### src/verilog/dbag_pkg.sv
// Package for the display buffer address generator: register map, reset values and timing constants.
// Assumes a 32-bit AXI4-Lite register bus and one character clock.
package dbag_pkg;
  localparam int unsigned ADDR_W = 14;
  localparam int unsigned AXI_AW = 8;

  // Byte offsets of the register words.
  localparam logic [7:0] OFF_SS_HIGH  = 8'h00;
  localparam logic [7:0] OFF_SS_LOW   = 8'h04;
  localparam logic [7:0] OFF_CUR_HIGH = 8'h08;
  localparam logic [7:0] OFF_CUR_LOW  = 8'h0c;
  localparam logic [7:0] OFF_PTR_HIGH = 8'h10;
  localparam logic [7:0] OFF_PTR_LOW  = 8'h14;
  localparam logic [7:0] OFF_PEN_HIGH = 8'h18;
  localparam logic [7:0] OFF_PEN_LOW  = 8'h1c;
  localparam logic [7:0] OFF_CPR      = 8'h20;
  localparam logic [7:0] OFF_BOUNDS   = 8'h24;
  localparam logic [7:0] OFF_FIRST_LO = 8'h28;
  localparam logic [7:0] OFF_ROWS     = 8'h2c;
  localparam logic [7:0] OFF_LINES    = 8'h30;
  localparam logic [7:0] OFF_VBLANK   = 8'h34;
  localparam logic [7:0] OFF_STATUS   = 8'h38;

  // Reset values of the setting registers.
  localparam logic [7:0] RST_CPR      = 8'h4f;
  localparam logic [7:0] RST_BOUNDS   = 8'hf0;
  localparam logic [7:0] RST_FIRST_LO = 8'h00;
  localparam logic [6:0] RST_ROWS     = 7'h17;
  localparam logic [3:0] RST_LINES    = 4'h9;
  localparam logic [7:0] RST_VBLANK   = 8'h13;

  // Character clocks of horizontal retrace appended to each scan line.
  localparam logic [8:0] HRETRACE_CHARS = 9'h010;

  // Field positions.
  localparam int unsigned HIGH_MSB     = 5;
  localparam int unsigned BOUND_LAST_LSB = 4;
  localparam int unsigned STAT_VBLANK  = 14;

  localparam logic [1:0] RESP_OKAY   = 2'b00;
  localparam logic [1:0] RESP_SLVERR = 2'b10;
endpackage : dbag_pkg

### src/verilog/dbag_top.sv
// Display buffer address generator: raster address sequencing with an AXI4-Lite register file.
// Assumes aclk is the character clock and pen_strobe is an asynchronous pin.
//
// Contract
// Screen-start and cursor pairs are read/write, 14 bits, high bits in upper[5:0].
// Pointer pair accepts writes and reads back as zero.
// Pen capture pair is read only; writes leave it unchanged.
// Screen-start value is the top-left character address.
// First line of first row loads screen start into row latch and counter.
// Counter increments once per character clock for each character of the row.
// Each later scan line of a row reloads the counter from the row latch.
// The row sequence repeats for the programmed number of rows.
// After vertical retrace the frame restarts from the screen-start value.
// At the buffer last address the counter loads the buffer first address.
// Incrementing resumes from the first address with no host action.
// End of a row's last line loads the row latch with the counter.
// Screen start rewritten during a row starts the next row at the new value.
// During vertical blanking the counter free-runs with wrap for refresh.
`timescale 1ns/1ps
module dbag_top
  import dbag_pkg::*;
(
  // Clock and reset.
  input  wire logic                          aclk,
  input  wire logic                          aresetn,
  // AXI4-Lite write channels.
  input  wire logic [dbag_pkg::AXI_AW-1:0]   s_axi_awaddr,
  input  wire logic [2:0]                    s_axi_awprot,
  input  wire logic                          s_axi_awvalid,
  output logic                               s_axi_awready,
  input  wire logic [31:0]                   s_axi_wdata,
  input  wire logic [3:0]                    s_axi_wstrb,
  input  wire logic                          s_axi_wvalid,
  output logic                               s_axi_wready,
  output logic [1:0]                         s_axi_bresp,
  output logic                               s_axi_bvalid,
  input  wire logic                          s_axi_bready,
  // AXI4-Lite read channels.
  input  wire logic [dbag_pkg::AXI_AW-1:0]   s_axi_araddr,
  input  wire logic [2:0]                    s_axi_arprot,
  input  wire logic                          s_axi_arvalid,
  output logic                               s_axi_arready,
  output logic [31:0]                        s_axi_rdata,
  output logic [1:0]                         s_axi_rresp,
  output logic                               s_axi_rvalid,
  input  wire logic                          s_axi_rready,
  // Display side.
  input  wire logic                          pen_strobe,
  output logic [dbag_pkg::ADDR_W-1:0]        buf_addr,
  output logic                               display_active,
  output logic                               vblank
);
  import dbag_pkg::*;

  typedef struct packed {
    logic [8:0]        h;
    logic [3:0]        line;
    logic [6:0]        row;
    logic [7:0]        vline;
    logic              vbl;
    logic [ADDR_W-1:0] mac;
    logic [ADDR_W-1:0] rsl;
    logic              ss_pend;
    logic [7:0]        ss_hi;
    logic [7:0]        ss_lo;
    logic [7:0]        cur_hi;
    logic [7:0]        cur_lo;
    logic [7:0]        ptr_hi;
    logic [7:0]        ptr_lo;
    logic [7:0]        pen_hi;
    logic [7:0]        pen_lo;
    logic [7:0]        cpr;
    logic [7:0]        bounds;
    logic [7:0]        first_lo;
    logic [6:0]        rows;
    logic [3:0]        lines;
    logic [7:0]        vblines;
    logic [2:0]        pen_sync;
    logic              pen_lvl;
    logic              awready;
    logic              wready;
    logic [AXI_AW-1:0] awaddr;
    logic              aw_have;
    logic [31:0]       wdata;
    logic              wstrb0;
    logic              w_have;
    logic              bvalid;
    logic [1:0]        bresp;
    logic              arready;
    logic              rvalid;
    logic [31:0]       rdata;
    logic [1:0]        rresp;
    logic [ADDR_W-1:0] addr_out;
    logic              active;
  } dbag_state_t;

  dbag_state_t s_q;
  dbag_state_t s_d;

  logic [ADDR_W-1:0] first_addr;
  logic [ADDR_W-1:0] last_addr;
  logic [ADDR_W-1:0] mac_inc;
  logic [ADDR_W-1:0] ss_addr;
  logic [8:0]        chars;
  logic [8:0]        line_end;

  always_comb begin
    first_addr = {2'b00, s_q.bounds[BOUND_LAST_LSB-1:0], s_q.first_lo};
    last_addr  = {s_q.bounds[7:BOUND_LAST_LSB], 10'h3ff};
    ss_addr    = {s_q.ss_hi[HIGH_MSB:0], s_q.ss_lo};
    chars      = {1'b0, s_q.cpr} + 9'h001;
    line_end   = chars + HRETRACE_CHARS - 9'h001;
    if (s_q.mac == last_addr) begin
      mac_inc = first_addr;
    end else begin
      mac_inc = s_q.mac + 14'h0001;
    end
  end

  always_comb begin
    s_d = s_q;

    // Raster timing and address sequencing.
    if (s_q.vbl) begin
      s_d.mac = mac_inc;
    end else if (s_q.h < chars) begin
      s_d.mac = mac_inc;
    end
    if (s_q.h == line_end) begin
      s_d.h = 9'h000;
      if (s_q.vbl) begin
        if (s_q.vline == s_q.vblines) begin
          // Frame restart after retrace.
          s_d.vbl   = 1'b0;
          s_d.vline = 8'h00;
          s_d.rsl   = ss_addr;
          s_d.mac   = ss_addr;
          s_d.ss_pend = 1'b0;
        end else begin
          s_d.vline = s_q.vline + 8'h01;
        end
      end else if (s_q.line == s_q.lines) begin
        s_d.line = 4'h0;
        if (s_q.ss_pend) begin
          s_d.rsl     = ss_addr;
          s_d.mac     = ss_addr;
          s_d.ss_pend = 1'b0;
        end else begin
          s_d.rsl = s_q.mac;
        end
        if (s_q.row == s_q.rows) begin
          s_d.row = 7'h00;
          s_d.vbl = 1'b1;
        end else begin
          s_d.row = s_q.row + 7'h01;
        end
      end else begin
        s_d.line = s_q.line + 4'h1;
        s_d.mac  = s_q.rsl;
      end
    end else begin
      s_d.h = s_q.h + 9'h001;
    end
    s_d.addr_out = s_d.mac;
    s_d.active   = !s_d.vbl && (s_d.h < chars);

    // Light pen capture on a settled rising edge.
    s_d.pen_sync = {s_q.pen_sync[1:0], pen_strobe};
    if (s_q.pen_sync[1] == s_q.pen_sync[2]) begin
      s_d.pen_lvl = s_q.pen_sync[2];
      if (s_q.pen_sync[2] && !s_q.pen_lvl) begin
        s_d.pen_hi = {2'b00, s_q.mac[ADDR_W-1:8]};
        s_d.pen_lo = s_q.mac[7:0];
      end
    end

    // Write address and data are taken independently.
    if (s_axi_awvalid && s_q.awready) begin
      s_d.awaddr  = s_axi_awaddr;
      s_d.aw_have = 1'b1;
    end
    if (s_axi_wvalid && s_q.wready) begin
      s_d.wdata  = s_axi_wdata;
      s_d.wstrb0 = s_axi_wstrb[0];
      s_d.w_have = 1'b1;
    end
    if (s_q.bvalid && s_axi_bready) begin
      s_d.bvalid = 1'b0;
    end
    if (s_q.aw_have && s_q.w_have && !s_q.bvalid) begin
      s_d.aw_have = 1'b0;
      s_d.w_have  = 1'b0;
      s_d.bvalid  = 1'b1;
      s_d.bresp   = RESP_OKAY;
      if (s_q.wstrb0) begin
        if (s_q.awaddr == OFF_SS_HIGH) begin
          s_d.ss_hi   = {2'b00, s_q.wdata[HIGH_MSB:0]};
          s_d.ss_pend = 1'b1;
        end else if (s_q.awaddr == OFF_SS_LOW) begin
          s_d.ss_lo   = s_q.wdata[7:0];
          s_d.ss_pend = 1'b1;
        end else if (s_q.awaddr == OFF_CUR_HIGH) begin
          s_d.cur_hi = {2'b00, s_q.wdata[HIGH_MSB:0]};
        end else if (s_q.awaddr == OFF_CUR_LOW) begin
          s_d.cur_lo = s_q.wdata[7:0];
        end else if (s_q.awaddr == OFF_PTR_HIGH) begin
          s_d.ptr_hi = {2'b00, s_q.wdata[HIGH_MSB:0]};
        end else if (s_q.awaddr == OFF_PTR_LOW) begin
          s_d.ptr_lo = s_q.wdata[7:0];
        end else if (s_q.awaddr == OFF_CPR) begin
          s_d.cpr = s_q.wdata[7:0];
        end else if (s_q.awaddr == OFF_BOUNDS) begin
          s_d.bounds = s_q.wdata[7:0];
        end else if (s_q.awaddr == OFF_FIRST_LO) begin
          s_d.first_lo = s_q.wdata[7:0];
        end else if (s_q.awaddr == OFF_ROWS) begin
          s_d.rows = s_q.wdata[6:0];
        end else if (s_q.awaddr == OFF_LINES) begin
          s_d.lines = s_q.wdata[3:0];
        end else if (s_q.awaddr == OFF_VBLANK) begin
          s_d.vblines = s_q.wdata[7:0];
        end else if (s_q.awaddr != OFF_PEN_HIGH && s_q.awaddr != OFF_PEN_LOW && s_q.awaddr != OFF_STATUS) begin
          s_d.bresp = RESP_SLVERR;
        end
      end
    end
    s_d.awready = !s_d.aw_have && !s_d.bvalid;
    s_d.wready  = !s_d.w_have && !s_d.bvalid;

    // Reads answer one cycle after the address is taken.
    if (s_q.rvalid && s_axi_rready) begin
      s_d.rvalid = 1'b0;
    end
    if (s_axi_arvalid && s_q.arready) begin
      s_d.rvalid = 1'b1;
      s_d.rresp  = RESP_OKAY;
      s_d.rdata  = 32'h0000_0000;
      if (s_axi_araddr == OFF_SS_HIGH) begin
        s_d.rdata[7:0] = s_q.ss_hi;
      end else if (s_axi_araddr == OFF_SS_LOW) begin
        s_d.rdata[7:0] = s_q.ss_lo;
      end else if (s_axi_araddr == OFF_CUR_HIGH) begin
        s_d.rdata[7:0] = s_q.cur_hi;
      end else if (s_axi_araddr == OFF_CUR_LOW) begin
        s_d.rdata[7:0] = s_q.cur_lo;
      end else if (s_axi_araddr == OFF_PEN_HIGH) begin
        s_d.rdata[7:0] = s_q.pen_hi;
      end else if (s_axi_araddr == OFF_PEN_LOW) begin
        s_d.rdata[7:0] = s_q.pen_lo;
      end else if (s_axi_araddr == OFF_CPR) begin
        s_d.rdata[7:0] = s_q.cpr;
      end else if (s_axi_araddr == OFF_BOUNDS) begin
        s_d.rdata[7:0] = s_q.bounds;
      end else if (s_axi_araddr == OFF_FIRST_LO) begin
        s_d.rdata[7:0] = s_q.first_lo;
      end else if (s_axi_araddr == OFF_ROWS) begin
        s_d.rdata[6:0] = s_q.rows;
      end else if (s_axi_araddr == OFF_LINES) begin
        s_d.rdata[3:0] = s_q.lines;
      end else if (s_axi_araddr == OFF_VBLANK) begin
        s_d.rdata[7:0] = s_q.vblines;
      end else if (s_axi_araddr == OFF_STATUS) begin
        s_d.rdata[ADDR_W-1:0]  = s_q.mac;
        s_d.rdata[STAT_VBLANK] = s_q.vbl;
      end else if (s_axi_araddr != OFF_PTR_HIGH && s_axi_araddr != OFF_PTR_LOW) begin
        s_d.rresp = RESP_SLVERR;
      end
    end
    s_d.arready = !s_d.rvalid;
  end

  always_ff @(posedge aclk) begin
    if (!aresetn) begin
      s_q          <= '0;
      s_q.cpr      <= RST_CPR;
      s_q.bounds   <= RST_BOUNDS;
      s_q.first_lo <= RST_FIRST_LO;
      s_q.rows     <= RST_ROWS;
      s_q.lines    <= RST_LINES;
      s_q.vblines  <= RST_VBLANK;
      s_q.vbl      <= 1'b1;
    end else begin
      s_q <= s_d;
    end
  end

  assign s_axi_awready  = s_q.awready;
  assign s_axi_wready   = s_q.wready;
  assign s_axi_bvalid   = s_q.bvalid;
  assign s_axi_bresp    = s_q.bresp;
  assign s_axi_arready  = s_q.arready;
  assign s_axi_rvalid   = s_q.rvalid;
  assign s_axi_rdata    = s_q.rdata;
  assign s_axi_rresp    = s_q.rresp;
  assign buf_addr       = s_q.addr_out;
  assign display_active = s_q.active;
  assign vblank         = s_q.vbl;
endmodule : dbag_top

### config.mk
export PLATFORM = sky130hd
export DESIGN_NAME = dbag_top
export DESIGN_NICKNAME = d
export VERILOG_FILES = /design/src/verilog/dbag_pkg.sv /design/src/verilog/dbag_top.sv
export SDC_FILE = /design/constraint.sdc
export NUM_CORES = 1
export LEC_CHECK = 0
export ABC_AREA = 1
export ABC_CLOCK_PERIOD_IN_PS = 3900
export CORE_UTILIZATION = 50
export CTS_BUF_LIST = sky130_fd_sc_hd__clkbuf_4 sky130_fd_sc_hd__clkbuf_8
export DETAILED_ROUTE_END_ITERATION = 8
export DONT_BUFFER_PORTS = 1
export SETUP_SLACK_MARGIN = 0.1
export SLEW_MARGIN = 20
export SYNTH_ARGS = -nofsm -noshare
export SYNTH_HDL_FRONTEND = slang
export SYNTH_SLANG_ARGS = --single-unit
### constraint.sdc
create_clock -name aclk -period 3.9 [get_ports aclk]
set_clock_uncertainty 0.1 [all_clocks]
set_input_delay 0.585 -clock aclk [delete_from_list [all_inputs] [get_ports aclk]]
set_output_delay 0.585 -clock aclk [all_outputs]
set_load 0.02 [all_outputs]
==> summary.json <==
{
  "antenna_violating_nets_post_route": {"value": 0},
  "route.vias.total": {"value": 10700},
  "ys_seq_area_share": {"value": 33.6, "unit": "%"},
  "fp.coreArea": {"value": 22000, "unit": "um^2"},
  "cell_chain_of_the_critical_path": {"value": "ha_1, nand3_1, nand2_1, nand2_1, inv_2, nand2_2, nor2_4, nand3_2, xor2_2, nand3_1, nor2_4, nor2_1, ha_1, a21oi_1, nor2_1, a211oi_1, o221a_2, nand2_1, nor2_1"},
  "finalSetupTns": {"value": 0, "unit": "ns"},
  "grt_use_total": {"value": 29.8, "unit": "%"},
  "finalSetupViolations": {"value": 0},
  "crit_required": {"value": 4.23, "unit": "ns"},
  "n_antenna_cell": {"value": 0},
  "post_route_cells_drive_above_1_share": {"value": 8.13, "unit": "%"},
  "top_cell_type_by_total_area_after_synthesis": {"value": "dfxtp_1"},
  "via_count_of_the_first_global_routing_pass": {"value": 9558},
  "timing.reg2reg.setup_slack": {"value": 0.47, "unit": "ns"},
  "yosysUniqueCellTypes": {"value": 53},
  "cellPowerDensity": {"value": 311, "unit": "nW/um^2"},
  "post-route-drc-count": {"value": 15},
  "largest_net_degree_at_the_start_of_global_routing": {"value": 92},
  "cp-startpoint": {"value": "s_q[139]"},
  "yosys_warnings": {"value": 0},
  "num_io_pins": {"value": 123},
  "outcome": {"value": "finished with violations"},
  "number_of_vias_per_cell": {"value": 5.50},
  "design.final.nets": {"value": 1748},
  "deepest_clock_path_buffer_count": {"value": 2},
  "crit_path_max_fanout": {"value": 12},
  "critical_path.endpoint_type": {"value": "flop"},
  "synth_cells": {"value": 1710},
  "port_buffers": {"value": 0},
  "globalRoute.totalOverflow": {"value": 0},
  "finalWirelength": {"value": 34600, "unit": "um"},
  "std_cell_rows": {"value": 54},
  "drv_cap": {"value": 0},
  "power.leakage": {"value": 0.00494, "unit": "uW"},
  "detailedPlacementHpwl": {"value": 25600, "unit": "um"},
  "final_core_util": {"value": 53.0, "unit": "%"},
  "layout_min_cycle_time": {"value": 3.43, "unit": "ns"},
  "synth.area.top_cells": {"value": "dfxtp_1, nand2_1, a21oi_1"},
  "cts.repair_timing.setup_buffer_count": {"value": 0},
  "clock_sink_count": {"value": 189},
  "criticalPathCategory": {"value": "flop to flop"},
  "cts_inserted_buffers": {"value": 17},
  "tightest_hold_margin": {"value": 0.0780, "unit": "ns"},
  "clock_tree.root_cell": {"value": "clkbuf_8"},
  "clock_tree.htree_level_count": {"value": 4},
  "placed_cells_incl_taps": {"value": 1920},
  "dieArea": {"value": 23100, "unit": "um^2"},
  "layout-area-overhead-vs-synth": {"value": 3.35, "unit": "%"},
  "unrepaired_setup_endpoints_after_global_routing": {"value": "no"},
  "grt_first_pass_wirelength": {"value": 53600, "unit": "um"},
  "hold_path.class": {"value": "primary input to flop"},
  "die_h": {"value": 152, "unit": "um"},
  "crit_path_start_kind": {"value": "flop"},
  "holdCritStartpoint": {"value": "pen_strobe"},
  "slew_viol_final": {"value": 0},
  "dieWidth": {"value": 152, "unit": "um"},
  "final_hold_violation_count": {"value": 0},
  "post_synth.cell_area_avg": {"value": 6.59, "unit": "um^2"},
  "final.fill_count": {"value": 2267},
  "timing.fmax": {"value": 291, "unit": "MHz"},
  "worst_ir_drop_vdd": {"value": 0.000216, "unit": "V"},
  "timing.final.crit_share": {"value": 88.1, "unit": "%"},
  "cp_data_arrival_time": {"value": 3.77, "unit": "ns"},
  "finalWeightedCongestion": {"value": 0.952},
  "violations": {"value": "DRC"},
  "ys.flop_type": {"value": "dfxtp_1"},
  "clkLatencyLatePin": {"value": 0.50, "unit": "ns"},
  "wl_per_cell": {"value": 17.7, "unit": "um"},
  "crit_path_max_incr_delay": {"value": 0.37, "unit": "ns"},
  "synth-seq-cells": {"value": 189},
  "slowest_stage": {"value": "dfxtp_1"},
  "clk_transition_reported_paths": {"value": 0.12, "unit": "ns"},
  "async_reset_ff_share": {"value": 0, "unit": "%"},
  "drt_first_iter_violations": {"value": 769},
  "drt_pass1_iterations": {"value": 8},
  "worst_tran_pin_value": {"value": 0.961, "unit": "ns"},
  "yosys.area.top_type_share": {"value": 33.6, "unit": "%"},
  "floorplan.initialDensity": {"value": 51.3, "unit": "%"},
  "max_slew_headroom_at_the_worst_pin": {"value": 35.5, "unit": "%"},
  "grt_antenna_before_repair": {"value": 0},
  "count_of_flip_flops_with_a_built_in_enable_after_synthesis": {"value": 0},
  "instances_no_fill": {"value": 1952},
  "critical_path.reg2reg.startpoint": {"value": "s_q[139]"},
  "cts_tree": {"value": "done"},
  "mappedNetlistArea": {"value": 11300, "unit": "um^2"}
}
==> final timing paths <==
check / endpoint / depth (start not counted)
max: display_active / 19
min: s_d[101] / 2
max reg2reg: display_active / 19
min reg2reg: s_d[102] / 2
==> cell families (layout without fill, tap and decap cells) <==
kind of cell               after synthesis  after routing  synth area share, %
adders and majority gates               23             23                 2.55
other                                    1             19               0.0333
DFF                                    189            189                 33.6
AOI/OAI and AO/OA                      341            341                 16.8
xor gates and xnor gates                40             40                 3.18
and+or+nand+nor                        827            827                 32.0
buffers and inverters                  289            233                 11.9
==> cells in the mapped netlist, drive strengths merged (16+ instances only) <==
cell    count
o211ai     18
nor3       30
inv       172
nor2      141
clkbuf     44
ha         23
nand2     523
buf        69
a211oi     16
nand3      87
a21oi     163
nand4      25
o21ai     128
xor2       29
dfxtp     189
==> critical path, delay by kind of cell (launching register included) <==
family,cells,cell delay [ns]
AO/OA/AOI/OAI,3,0.56
adder cells (fa/ha/maj),2,0.61
buffers and inverters,1,0.10
flip-flops,1,0.37
AND/OR/NAND/NOR,12,1.35
XOR/XNOR,1,0.28
==> through the flow <==
stage / instance area [um^2] / setup WS [ns] / total power [uW]
after global placement: 11200 / 0.512 / 2250
after global routing: 11600 / 0.176 / 3740
final: 11600 / 0.465 / 3620
after CTS: 11600 / 0.444 / 3640
after detailed placement: 11200 / 0.465 / 2260
after floorplan: 11300 / 0.726 / 2220
==> routing by layer <==
layer  wire (um)  global-route usage (%)
met5           0                       0
met4         897                    10.2
met3        1960                    3.88
met2       16100                    49.5
met1       15600                    39.9
==> state kept, by name (all words and copies together) (netlist names), 2 cells and up <==
register,flops
first_addr,12
s_axi_rdata,15
s_q,133
s_d,2
buf_addr,14
last_addr,4
==> layout by cell type, fill, tap and decap left out, drive strengths merged, types with 2 or more instances in the layout <==
| cell type | instances |
|---|---|
| nand3 | 87 |
| dfxtp | 189 |
| buf | 25 |
| nor2 | 141 |
| o211ai | 18 |
| o2111ai | 5 |
| ha | 23 |
| a221oi | 4 |
| nand4 | 25 |
| nor4 | 5 |
| nor3 | 30 |
| a21oi | 163 |
| nand2 | 523 |
| clkbuf | 17 |
| o21ai | 128 |
| or2 | 12 |
| a211oi | 16 |
| xor2 | 29 |
| clkinv | 9 |
| xnor2 | 11 |
| nand3b | 2 |
| o22ai | 2 |
| inv | 181 |
| conb | 19 |
==> report_power, final <==
part           total (uW)  switching, uW  internal [uW]
Clock                1410            891            514
Combinational         212            155           57.3
Sequential           2000           45.6           1960
==> timing repair <==
item,in CTS,in global routing
resized for setup,0,1
hold buffers,0,0
endpoints found under the setup margin,0,1
==> final cells by class <==
type,instances,area [um^2],share of cell area [%]
Multi-Input combinational cell,1250,6200,53.3
Timing Repair Buffer,25,200,1.72
Clock inverter,15,200,1.72
Inverter,176,668,5.74
Tap cell,280,350,3.01
Clock buffer,17,234,2.01
Sequential cell,189,3780,32.5
(Power assumes the default switching activity.)
